$ cat config.mk
export PLATFORM = sky130hd
export DESIGN_NAME = sfsc_top
export DESIGN_NICKNAME = d
export VERILOG_FILES = /design/src/hw/sfsc_pkg.sv /design/src/hw/sfsc_top.sv
export VERILOG_INCLUDE_DIRS = /design/src /design/src/hw
export SDC_FILE = /design/constraint.sdc
export NUM_CORES = 1
export LEC_CHECK = 0
export BUFFER_PORTS_ARGS = -buffer_cell sky130_fd_sc_hd__buf_2
export CAP_MARGIN = 10
export CORE_MARGIN = 2
export CORE_UTILIZATION = 50
export DETAILED_ROUTE_END_ITERATION = 6
export PLACE_DENSITY = 0.91
export SYNTH_ARGS = -nofsm -noshare
export SYNTH_HDL_FRONTEND = slang
export SYNTH_SLANG_ARGS = --single-unit
$ cat constraint.sdc
create_clock -name CLK -period 4 [get_ports CLK]
set_clock_uncertainty 0.2 [all_clocks]
set_input_delay 0.4 -clock CLK [delete_from_list [all_inputs] [get_ports CLK]]
set_output_delay 0.4 -clock CLK [all_outputs]
set_load 0.02 [all_outputs]
$ cat src/hw/sfsc_params.svh
// Purpose: offsets, field positions, reset values and counts for the supply fault block
// Assumes: included by bare name from package or module
// Notes: register indices are word indices, byte address is four times the index
`ifndef SFSC_PARAMS_SVH
`define SFSC_PARAMS_SVH

`define SFSC_IDX_STATUS   16'h00F9
`define SFSC_IDX_CTRL     16'h28B2
`define SFSC_IDX_IOCFG    16'h2704
`define SFSC_IDX_NVRAM    16'h2710
`define SFSC_IDX_VOLRAM   16'h2711

`define SFSC_BIT_SLEEP    7
`define SFSC_BIT_MISSION  1
`define SFSC_BIT_EXT_RAM  0
`define SFSC_BIT_CONV_EN  4

`define SFSC_RST_CTRL     8'h00
`define SFSC_RST_IOCFG    8'h00
`define SFSC_RST_NVRAM    8'h00
`define SFSC_RST_VOLRAM   8'h00
// idle flag levels, order xtal, pll, core min, core good, present, warn
`define SFSC_RST_SYNC     6'h0E

`define SFSC_CODE_GOOD    3'h0
`define SFSC_CODE_LOW     3'h1
`define SFSC_CODE_BATT    3'h2
`define SFSC_CODE_WEAK    3'h3
`define SFSC_CODE_DEAD    3'h5

`define SFSC_COLLAPSE_TICKS 3'h4

`endif

$ cat src/hw/sfsc_pkg.sv
// Purpose: types shared by the supply fault and sleep control block
// Assumes: APB with 32-bit data and 16-bit byte address
// Notes: constants live in sfsc_params.svh
package sfsc_pkg;

   typedef struct packed {
      logic psel;
      logic penable;
      logic pwrite;
      logic [15:0] paddr;
      logic [31:0] pwdata;
   } sfsc_apb_req_t;

   typedef struct packed {
      logic [31:0] prdata;
      logic pready;
      logic pslverr;
   } sfsc_apb_rsp_t;

   typedef enum logic [1:0] {
      ST_BOOT,
      ST_MISSION,
      ST_SLEEP,
      ST_WAKE
   } sfsc_mode_t;

endpackage

$ cat src/hw/sfsc_top.sv
// Purpose: power mode sequencing and supply fault status for the metering core
// Assumes: comparator flags are asynchronous; crystal clock is sampled as a level
// Notes: one clock, synchronous active-high reset, CE freezes all state
//
// Functional notes
// - with supply present and pll locked, run in mission mode
// - without system supply, stay in low power mode
// - supply below warning threshold gives code 001, operation continues
// - supply restore returns to mission mode with no software action
// - sleep is left only by system power-up
// - io configuration and nv data are kept through sleep
// - sleep bit with supply present still sleeps, drops wake, then wakes
// - after wake processor restarts at zero, external ram invalid, io ram partial
// - nv io ram survives wake, cleared only by reset
// - warning threshold only changes the code, nothing else
// - lower threshold switches to battery while memories still work
// - above lower threshold always switch back to system supply
// - codes 000 good, 001 low, 010 core good on battery
// - code 011 weak core, flash writes blocked
// - code 101 forces reset after four crystal clock cycles
// - status code is read-only at index f9 bits 2:0
// - interrupt on every status code change
// - supply below lower threshold stops converter clocks
// - stopping converter leaves stored enable bit unchanged
//
// Local design decision: the APB slave port.
`timescale 1ns/1ps
`include "sfsc_params.svh"

module sfsc_top (
   input wire logic CLK,
   input wire logic RST,
   input wire logic CE,
   input wire sfsc_pkg::sfsc_apb_req_t APB_REQ,
   output sfsc_pkg::sfsc_apb_rsp_t APB_RSP,
   input wire logic ANALOG_SUPPLY_WARNING_FLAG,
   input wire logic MAIN_SUPPLY_PRESENT_FLAG,
   input wire logic CORE_SUPPLY_GOOD,
   input wire logic CORE_SUPPLY_MIN,
   input wire logic PLL_LOCK,
   input wire logic CRYSTAL_CLOCK_32K,
   output logic MISSION_MODE,
   output logic LOW_POWER_MODE,
   output logic WAKE,
   output logic BATTERY_SEL,
   output logic DIGITAL_SUPPLY_EN,
   output logic CONV_CLK_EN,
   output logic FLASH_WR_EN,
   output logic CPU_RST,
   output logic EXT_RAM_VALID,
   output logic STATUS_IRQ
);
   import sfsc_pkg::*;

   ////////////////////////////////////////////////////////////////////////////
   // synchronisers; stage one feeds stage two only
   logic [5:0] sync1_ff;
   logic [5:0] sync2_ff;
   logic [5:0] raw_in;
   logic warn_s, present_s, core_good_s, core_min_s, pll_s, xtal_s;

   assign raw_in = {CRYSTAL_CLOCK_32K, PLL_LOCK, CORE_SUPPLY_MIN, CORE_SUPPLY_GOOD,
                    MAIN_SUPPLY_PRESENT_FLAG, ANALOG_SUPPLY_WARNING_FLAG};

   always_ff @(posedge CLK) begin
      if (RST) begin
         // idle levels, so no false supply loss or code change follows reset
         sync1_ff <= `SFSC_RST_SYNC;
         sync2_ff <= `SFSC_RST_SYNC;
      end else if (CE) begin
         sync1_ff <= raw_in;
         sync2_ff <= sync1_ff;
      end
   end

   assign warn_s = sync2_ff[0];
   assign present_s = sync2_ff[1];
   assign core_good_s = sync2_ff[2];
   assign core_min_s = sync2_ff[3];
   assign pll_s = sync2_ff[4];
   assign xtal_s = sync2_ff[5];

   ////////////////////////////////////////////////////////////////////////////
   // status code, change pulse, collapse counter
   logic [2:0] code_ff, nxt_code;
   logic irq_ff, nxt_irq;
   logic xtal_d_ff, nxt_xtal_d;
   logic [2:0] tick_ff, nxt_tick;
   logic collapse_ff, nxt_collapse;
   logic xtal_rise;

   assign xtal_rise = xtal_s & ~xtal_d_ff;

   always_comb begin
      if (present_s && !warn_s) begin
         nxt_code = `SFSC_CODE_GOOD;
      end else if (present_s) begin
         nxt_code = `SFSC_CODE_LOW;
      end else if (core_good_s) begin
         nxt_code = `SFSC_CODE_BATT;
      end else if (core_min_s) begin
         nxt_code = `SFSC_CODE_WEAK;
      end else begin
         nxt_code = `SFSC_CODE_DEAD;
      end
      nxt_irq = (nxt_code != code_ff);
      nxt_xtal_d = xtal_s;
      nxt_tick = tick_ff;
      nxt_collapse = collapse_ff;
      if (code_ff != `SFSC_CODE_DEAD) begin
         nxt_tick = 3'h0;
         nxt_collapse = 1'b0;
      end else if (xtal_rise && tick_ff != `SFSC_COLLAPSE_TICKS) begin
         nxt_tick = tick_ff + 3'h1;
         nxt_collapse = (tick_ff + 3'h1 == `SFSC_COLLAPSE_TICKS);
      end
   end

   always_ff @(posedge CLK) begin
      if (RST) begin
         code_ff <= `SFSC_CODE_GOOD;
         irq_ff <= 1'b0;
         xtal_d_ff <= 1'b0;
         tick_ff <= 3'h0;
         collapse_ff <= 1'b0;
      end else if (CE) begin
         code_ff <= nxt_code;
         irq_ff <= nxt_irq;
         xtal_d_ff <= nxt_xtal_d;
         tick_ff <= nxt_tick;
         collapse_ff <= nxt_collapse;
      end
   end

   ////////////////////////////////////////////////////////////////////////////
   // register file and apb slave
   // access phase takes two cycles: pready rises one edge after penable
   logic sleep_req_ff, nxt_sleep_req;
   logic ext_ram_ok_ff, nxt_ext_ram_ok;
   logic [7:0] iocfg_ff, nxt_iocfg;
   logic [7:0] nvram_ff, nxt_nvram;
   logic [7:0] volram_ff, nxt_volram;
   sfsc_apb_rsp_t rsp_ff, nxt_rsp;
   sfsc_mode_t mode_ff, nxt_mode;
   logic access, wr, hit;
   logic [15:0] idx;
   logic enter_sleep, wake_done;

   assign access = APB_REQ.psel & APB_REQ.penable & ~rsp_ff.pready;
   assign wr = access & APB_REQ.pwrite;
   assign idx = {2'b00, APB_REQ.paddr[15:2]};
   assign enter_sleep = (mode_ff != ST_SLEEP) && (nxt_mode == ST_SLEEP);
   assign wake_done = (mode_ff == ST_WAKE) && (nxt_mode == ST_MISSION);

   always_comb begin
      nxt_sleep_req = sleep_req_ff;
      nxt_ext_ram_ok = ext_ram_ok_ff;
      nxt_iocfg = iocfg_ff;
      nxt_nvram = nvram_ff;
      nxt_volram = volram_ff;
      nxt_rsp = '0;
      hit = 1'b1;
      // hardware clear on sleep entry first, so a same-cycle write wins
      if (enter_sleep) begin
         nxt_sleep_req = 1'b0;
         nxt_ext_ram_ok = 1'b0;
      end
      if (wake_done) begin
         // a request stored while asleep is stale once power is back
         nxt_sleep_req = 1'b0;
         nxt_volram = `SFSC_RST_VOLRAM;
      end
      case (idx)
         `SFSC_IDX_STATUS: begin
            nxt_rsp.prdata = {29'h0000_0000, code_ff};
         end
         `SFSC_IDX_CTRL: begin
            nxt_rsp.prdata = {24'h00_0000, sleep_req_ff, 5'h00,
                              mode_ff == ST_MISSION, ext_ram_ok_ff};
            if (wr && APB_REQ.pwdata[`SFSC_BIT_SLEEP]) begin
               nxt_sleep_req = 1'b1;
            end
            if (wr && APB_REQ.pwdata[`SFSC_BIT_EXT_RAM]) begin
               nxt_ext_ram_ok = 1'b1;
            end
         end
         `SFSC_IDX_IOCFG: begin
            nxt_rsp.prdata = {24'h00_0000, iocfg_ff};
            if (wr) begin
               nxt_iocfg = APB_REQ.pwdata[7:0];
            end
         end
         `SFSC_IDX_NVRAM: begin
            nxt_rsp.prdata = {24'h00_0000, nvram_ff};
            if (wr) begin
               nxt_nvram = APB_REQ.pwdata[7:0];
            end
         end
         `SFSC_IDX_VOLRAM: begin
            nxt_rsp.prdata = {24'h00_0000, volram_ff};
            if (wr) begin
               nxt_volram = APB_REQ.pwdata[7:0];
            end
         end
         default: begin
            hit = 1'b0;
         end
      endcase
      if (!access) begin
         nxt_rsp = '0;
      end else begin
         nxt_rsp.pready = 1'b1;
         nxt_rsp.pslverr = ~hit;
      end
   end

   // nv and io config registers see only RST, never the wake path
   always_ff @(posedge CLK) begin
      if (RST) begin
         sleep_req_ff <= 1'b0;
         ext_ram_ok_ff <= 1'b0;
         iocfg_ff <= `SFSC_RST_IOCFG;
         nvram_ff <= `SFSC_RST_NVRAM;
         volram_ff <= `SFSC_RST_VOLRAM;
         rsp_ff <= '0;
      end else if (CE) begin
         sleep_req_ff <= nxt_sleep_req;
         ext_ram_ok_ff <= nxt_ext_ram_ok;
         iocfg_ff <= nxt_iocfg;
         nvram_ff <= nxt_nvram;
         volram_ff <= nxt_volram;
         rsp_ff <= nxt_rsp;
      end
   end

   ////////////////////////////////////////////////////////////////////////////
   // mode sequencer
   // supply loss enters sleep in hardware, dropping digital supply and converter clock
   logic mission_ff, sleep_ff, wake_ff, batt_ff, dsup_ff, conv_ff, flash_ff, cpu_rst_ff;
   logic nxt_mission, nxt_sleep, nxt_wake, nxt_batt, nxt_dsup, nxt_conv, nxt_flash;
   logic nxt_cpu_rst;

   always_comb begin
      nxt_mode = mode_ff;
      case (mode_ff)
         ST_BOOT: begin
            if (!present_s) begin
               nxt_mode = ST_SLEEP;
            end else if (pll_s) begin
               nxt_mode = ST_MISSION;
            end
         end
         ST_MISSION: begin
            if (!present_s || sleep_req_ff) begin
               nxt_mode = ST_SLEEP;
            end
         end
         ST_SLEEP: begin
            // only a power-up leaves sleep; register writes have no path here
            if (present_s) begin
               nxt_mode = ST_WAKE;
            end
         end
         ST_WAKE: begin
            if (!present_s) begin
               nxt_mode = ST_SLEEP;
            end else if (pll_s) begin
               nxt_mode = ST_MISSION;
            end
         end
         default: begin
            nxt_mode = ST_BOOT;
         end
      endcase
      nxt_mission = (nxt_mode == ST_MISSION);
      nxt_sleep = (nxt_mode == ST_SLEEP);
      nxt_wake = (nxt_mode != ST_SLEEP);
      nxt_dsup = (nxt_mode != ST_SLEEP);
      nxt_batt = ~present_s;
      // the stored enable bit is untouched, only the gate drops
      nxt_conv = iocfg_ff[`SFSC_BIT_CONV_EN] & present_s & nxt_mission;
      nxt_flash = (nxt_code != `SFSC_CODE_WEAK) && (nxt_code != `SFSC_CODE_DEAD);
      // processor held in reset until mission so it restarts at address zero
      nxt_cpu_rst = !nxt_mission || nxt_collapse;
   end

   always_ff @(posedge CLK) begin
      if (RST) begin
         mode_ff <= ST_BOOT;
         mission_ff <= 1'b0;
         sleep_ff <= 1'b0;
         wake_ff <= 1'b1;
         batt_ff <= 1'b0;
         dsup_ff <= 1'b1;
         conv_ff <= 1'b0;
         flash_ff <= 1'b1;
         cpu_rst_ff <= 1'b1;
      end else if (CE) begin
         mode_ff <= nxt_mode;
         mission_ff <= nxt_mission;
         sleep_ff <= nxt_sleep;
         wake_ff <= nxt_wake;
         batt_ff <= nxt_batt;
         dsup_ff <= nxt_dsup;
         conv_ff <= nxt_conv;
         flash_ff <= nxt_flash;
         cpu_rst_ff <= nxt_cpu_rst;
      end
   end

   assign APB_RSP = rsp_ff;
   assign MISSION_MODE = mission_ff;
   assign LOW_POWER_MODE = sleep_ff;
   assign WAKE = wake_ff;
   assign BATTERY_SEL = batt_ff;
   assign DIGITAL_SUPPLY_EN = dsup_ff;
   assign CONV_CLK_EN = conv_ff;
   assign FLASH_WR_EN = flash_ff;
   assign CPU_RST = cpu_rst_ff;
   assign EXT_RAM_VALID = ext_ram_ok_ff;
   assign STATUS_IRQ = irq_ff;
endmodule // sfsc_top

# Word-level counts from Yosys, hierarchy flattened
# Index checks and enable logic that the tools add are counted.
word_totals:
  ff_bits: 90
  inputBits: 60
  wordCells: 98
  output_inout_bits: 44
op_classes:
  n_addsub: 1
  n_bitwise: 10
  n_mux: 27
  reduce_logical: 19
  n_eq_ne: 18
op_table:
  columns: ["op", "count"]
  rows:
  - ["equality test 14 bit, second input constant", 4]
  - ["one-hot mux 8 bit (5 select lines)", 1]
  - ["two-way mux 32 bit", 1]
  - ["two-way mux 8 bit", 3]
  - ["two-way mux 3 bit", 6]
  - ["equality test 14 x 8 -> 1 bit, second input constant", 1]
  - ["two-way mux 1 bit", 10]
  - ["two-way mux 2 bit", 5]
  - ["!= test 3 bit, second input constant", 3]
  - ["logical AND 1 bit", 7]
  - ["AND 1 bit", 6]
  - ["equality test 2 bit, second input constant", 3]
  - ["one-hot mux 2 bit (3 select lines)", 1]
  - ["AND reduction 3 bit", 2]
  - ["OR reduction 5 bit", 1]
  - ["equality test 2 x 1 -> 1 bit, second input constant", 2]
  - ["!= test 2 bit, second input constant", 2]
  - ["inverter 1 bit", 4]
  - ["adder 3 x 1 -> 3 bit, second input constant", 1]
  - ["equality test 3 bit, second input constant", 1]
  - ["zero test 1 bit", 3]
  - ["!= test 3 x 2 -> 1 bit, second input constant", 1]
  - ["!= test 3 bit", 1]
  - ["zero test 2 bit", 1]
  - ["4 further kinds", 5]

# Longest topological paths before layout
logic_depth:
  word_depth: 10
  ltp_mapped: 7
  mapped_depth_nobuf: 7

# Least setup slack after synthesis
# Ideal clock, no wire load.
synth_path:
  kind: "input to register"
  startpoint: "in APB_REQ[35] (netlist bit)"
  endpoint: "reg volram_ff[0]"
  slack_ns: 1.680
  path_buffers: 1
  stages: 6
  setup_ns: 0.117
  required_time_ns: 3.683
  t_arrival_ns: 2.003
  path_cell_list: "or4_4 buf_6 or4_4 nor2_2 a311oi_2 a22o_1"
synth_between:
  elab_chain_cells: 2
synth_lines:
  columns: ["item", "line_no", "text"]
  rows:
  - ["start, declared", "sfsc_top.sv:34", "input wire sfsc_pkg::sfsc_apb_req_t APB_REQ,"]
  - ["equality test 14 bit", "sfsc_top.sv:173", "case (idx)"]
  - ["two-way mux 8 bit", "sfsc_top.sv:173", null]
  - ["end signal, assigned", "sfsc_top.sv:224", "volram_ff <= `SFSC_RST_VOLRAM;"]
  - ["end signal, assigned", "sfsc_top.sv:231", "volram_ff <= nxt_volram;"]
  - ["end, declared", "sfsc_top.sv:142", "logic [7:0] volram_ff, nxt_volram;"]
# No other way between the ends.
# A chain may end at the register's enable or synchronous reset.

# Worst setup path in the final report
layout_path:
  startpoint: "reg mode_ff[0]"
  endpoint: "reg volram_ff[1]"
layout_between:
  elab_chain_cells: 8
  word_cells_on_any_way: 15
  classes_between: "eq/ne: 4; mux: 8; reduce/logical: 3"
layout_lines:
  columns: ["item", "line_no", "text"]
  rows:
  - ["start, declared", "sfsc_top.sv:144", "sfsc_mode_t mode_ff, nxt_mode;"]
  - ["start signal, assigned", "sfsc_top.sv:299", "mode_ff <= nxt_mode;"]
  - ["equality test 2 bit (tied with other cells)", "sfsc_top.sv:153, sfsc_top.sv:245", null]
  - ["OR reduction 2 bit (no line) or two-way mux 2 bit (tied branches)", null, null]
  - ["one-hot mux 2 bit (3 select lines)", "sfsc_top.sv:245", "case (mode_ff)"]
  - ["equality test 2 x 1 -> 1 bit", "sfsc_top.sv:153", "assign wake_done = (mode_ff == ST_WAKE) && (nxt_mode == ST_MISSION);"]
  - ["logical AND 1 bit *", "sfsc_top.sv:153", null]
  - ["two-way mux 8 bit *", "sfsc_top.sv:168", "if (wake_done) begin"]
  - ["two-way mux 8 bit", "sfsc_top.sv:201", "if (wr) begin"]
  - ["two-way mux 8 bit *", "sfsc_top.sv:173", null]
# Mark *: on every way between the ends. The rest lies on a longest branch, timed or not.

==> flow_summary.ini <==
[synthesis]
synth_top_cell_by_area = dfxtp_1
synth_cell_types = 59
yosys_warnings = 0
netlist_area_sq_um = 3270
synth_flop_cell = dfxtp_1
yosys.area.top_type_share_pct = 40.4
avgSynthCellArea_sq_um = 8.95
async_flop_share_pct = 0
syn_inst = 366
synth.most_common_cell = dfxtp_1
synth_edf_count = 0
synthTopCellsByCount = 66 x dfxtp_1, 48 x nand2_1, 37 x a21oi_1
yosysSeqAreaShare_pct = 40.4
ys_ff_latch = 66
synth_top_cells_by_area = dfxtp_1 40%, buf_4 6.2%, a21oi_1 5.7%

[worst_setup_path]
r2r-start = mode_ff[0]
criticalPathCategory = register to register
cp_slowest_cell = a311oi_2
path_max_fanout = 8
rr_endpoint = volram_ff[1]
r2r_setup_slack_ns = 1.18
crit_path_max_incr_delay_ns = 0.73
worstPathCellList = ha_1 > nor3b_1 > a211oi_1 > a31oi_2 > a311oi_2 > a22o_1
cp.required_ns = 4.08
reg2reg_depth = 6
start_kind = register
cp_top_family = compound AO/OA/AOI/OAI gates
cp.arrival_ns = 2.89
worst_setup_path_end_kind = register
path_buf_inv = 0

[cells_and_area]
utilization_pct = 57.1
fin_nets = 478
fill_cells = 569
multi_input_area_sq_um = 1710
area_growth_pct = 10.7
diodes = 0
ff_latch_area_sq_um = 1320
layout-drive-gt1-share_pct = 20.4

[grt]
track_usage_pct = 21.3
grt_max_degree = 48
grt_antenna_before_repair = 0
grt_pass1_wl_um = 12400
grt_overflow_total = 0
grt_pass1_vias = 2641

[clock_network]
cts_buffers = 9
clk_latency_ns = 0.34
cts_tree = yes
cts_sinks = 66
hold_buffers = 0
ctsLongestPathBuffers = 2
post_cts_buffers = 0
cts-htree-levels = 3
cts_resized = 0
cts-root-buf = clkbuf_8
cts.clk_slew.worst_paths_ns = 0.07

[floorplan]
die_w_um = 84.9
rows = 29
dieArea_sq_um = 7210
io-pin-count = 104
start_util_pct = 51.6
fp.dieH_um = 84.9
fp.coreArea_sq_um = 6350

[timing]
holdWs_ns = 0.0647
hold_viol_final = 0
setup_tns_ns = 0
setup_viol = 0
maxSlewHeadroom_pct = 40.0
post-route-period-util_pct = 70.4
rsz0062_at_grt = no
fmax_mhz = 355
slew_viol_final = 0
period_needed_ns = 2.82
worstMarginPinSlew_ns = 0.901

[power]
ir_worst_vdd_uv = 293
p_per_area_nw_per_um2 = 367
leakagePower_nw = 1.43

[route]
routedWlPerCell_um = 15.3
viasPerCell = 5.78
drt_pass1_iterations = 5
vias = 2852
drtIter0Drc = 290
drt-total-wl_um = 7560
antenna_left = 0
drt_drc_violations_left = 0

[placement]
hpwl_um = 5280
gp_congestion = 0.842
port-buffer-count = 53

[worst_hold_path]
worstHoldStart = MAIN_SUPPLY_PRESENT_FLAG
hold_depth = 2
hp-class = input pin to register
holdPathEnd = sync1_ff[1]

[flow_run]
drv_cap = 0

[run_status]
status = complete, no violations
==> state kept, by name, summed over array words and instances (netlist names), 2 cells and up <==
register / count
APB_RSP: 10
iocfg_ff: 8
nvram_ff: 8
volram_ff: 8
sync1_ff: 6
sync2_ff: 6
code_ff: 3
tick_ff: 3
mode_ff: 2
==> layout by cell type, fill, tap and decap left out, types with 3 or more instances in the layout <==
cell,netlist,layout
dfxtp_1,66,66
buf_2,2,53
nand2_1,48,48
a21oi_1,37,37
conb_1,1,24
nor2_1,21,21
inv_1,13,13
nor2b_1,13,13
a22o_1,12,12
clkbuf_8,0,10
mux2i_1,8,8
a211oi_1,7,7
nor3_1,7,7
ha_1,7,7
a211o_1,6,6
a222oi_1,6,6
nand4b_1,5,5
o32ai_1,5,5
nand2b_1,4,4
nand3_1,4,4
nand3b_1,3,3
or3_1,3,3
nand4_1,3,3
clkinv_2,0,3
clkbuf_1,12,3
==> final cells by class <==
class                           count  share of cell area, %
Sequential cell                    66                   36.5
Inverter                           13                   1.35
Timing Repair Buffer               55                   7.73
Clock inverter                      3                  0.414
Tap cell                           77                   2.66
Clock buffer                       13                   4.11
Multi-Input combinational cell    266                   47.3
==> cells by family after synthesis <==
kind of cell / share of synthesized area, %
mux: 3.48
other cells: 0.115
fa+ha+maj: 2.67
flops: 40.4
simple gates: 23.4
xor+xnor: 0.268
buf+inv: 9.93
compound gates: 19.8
==> through the flow <==
stage	total power, W	area [sq um]	instances	setup slack, ns
2_1_floorplan	0.000834	3360	389	1.68
3_3_place_gp	0.000857	3460	477	1.19
3_5_place_dp	0.000863	3460	477	1.06
4_1_cts	0.00134	3620	493	1.29
5_1_grt	0.00139	3620	493	1.09
6_report	0.00133	3620	493	1.18
==> routing by layer <==
metal / track usage [%] / up-vias / part of all wire [%] / wire length [um]
li1: - / 1360 / - / -
met1: 28.6 / 1336 / 43 / 3260
met2: 33.2 / 141 / 46 / 3490
met3: 5.16 / 15 / 8.9 / 670
met4: 8.37 / 0 / 1.8 / 136
met5: 0 / - / 0 / 0
==> worst max path at each step <==
| stage | startpoint | to | slack (ns) | cells after the start |
|---|---|---|---|---|
| after floorplan | APB_REQ[35] | volram_ff[0] | 1.68 | 6 |
| after global placement | APB_REQ[37] | iocfg_ff[4] | 1.19 | 6 |
| after detailed placement | APB_REQ[37] | iocfg_ff[2] | 1.06 | 6 |
| final | mode_ff[0] | volram_ff[1] | 1.18 | 6 |
| after CTS | mode_ff[0] | volram_ff[1] | 1.29 | 6 |
| after global routing | mode_ff[1] | volram_ff[2] | 1.09 | 7 |
==> power breakdown <==
group | switching (W) | internal, W | total, W | leakage, nW
clock | 0.000241 | 0.000239 | 0.000480 | 0.0872
combinational | 0.000105 | 0.0000590 | 0.000165 | 0.808
sequential | 0.0000143 | 0.000673 | 0.000687 | 0.535
total | 0.000360 | 0.000971 | 0.00133 | 1.43
(Power assumes the default switching activity.)
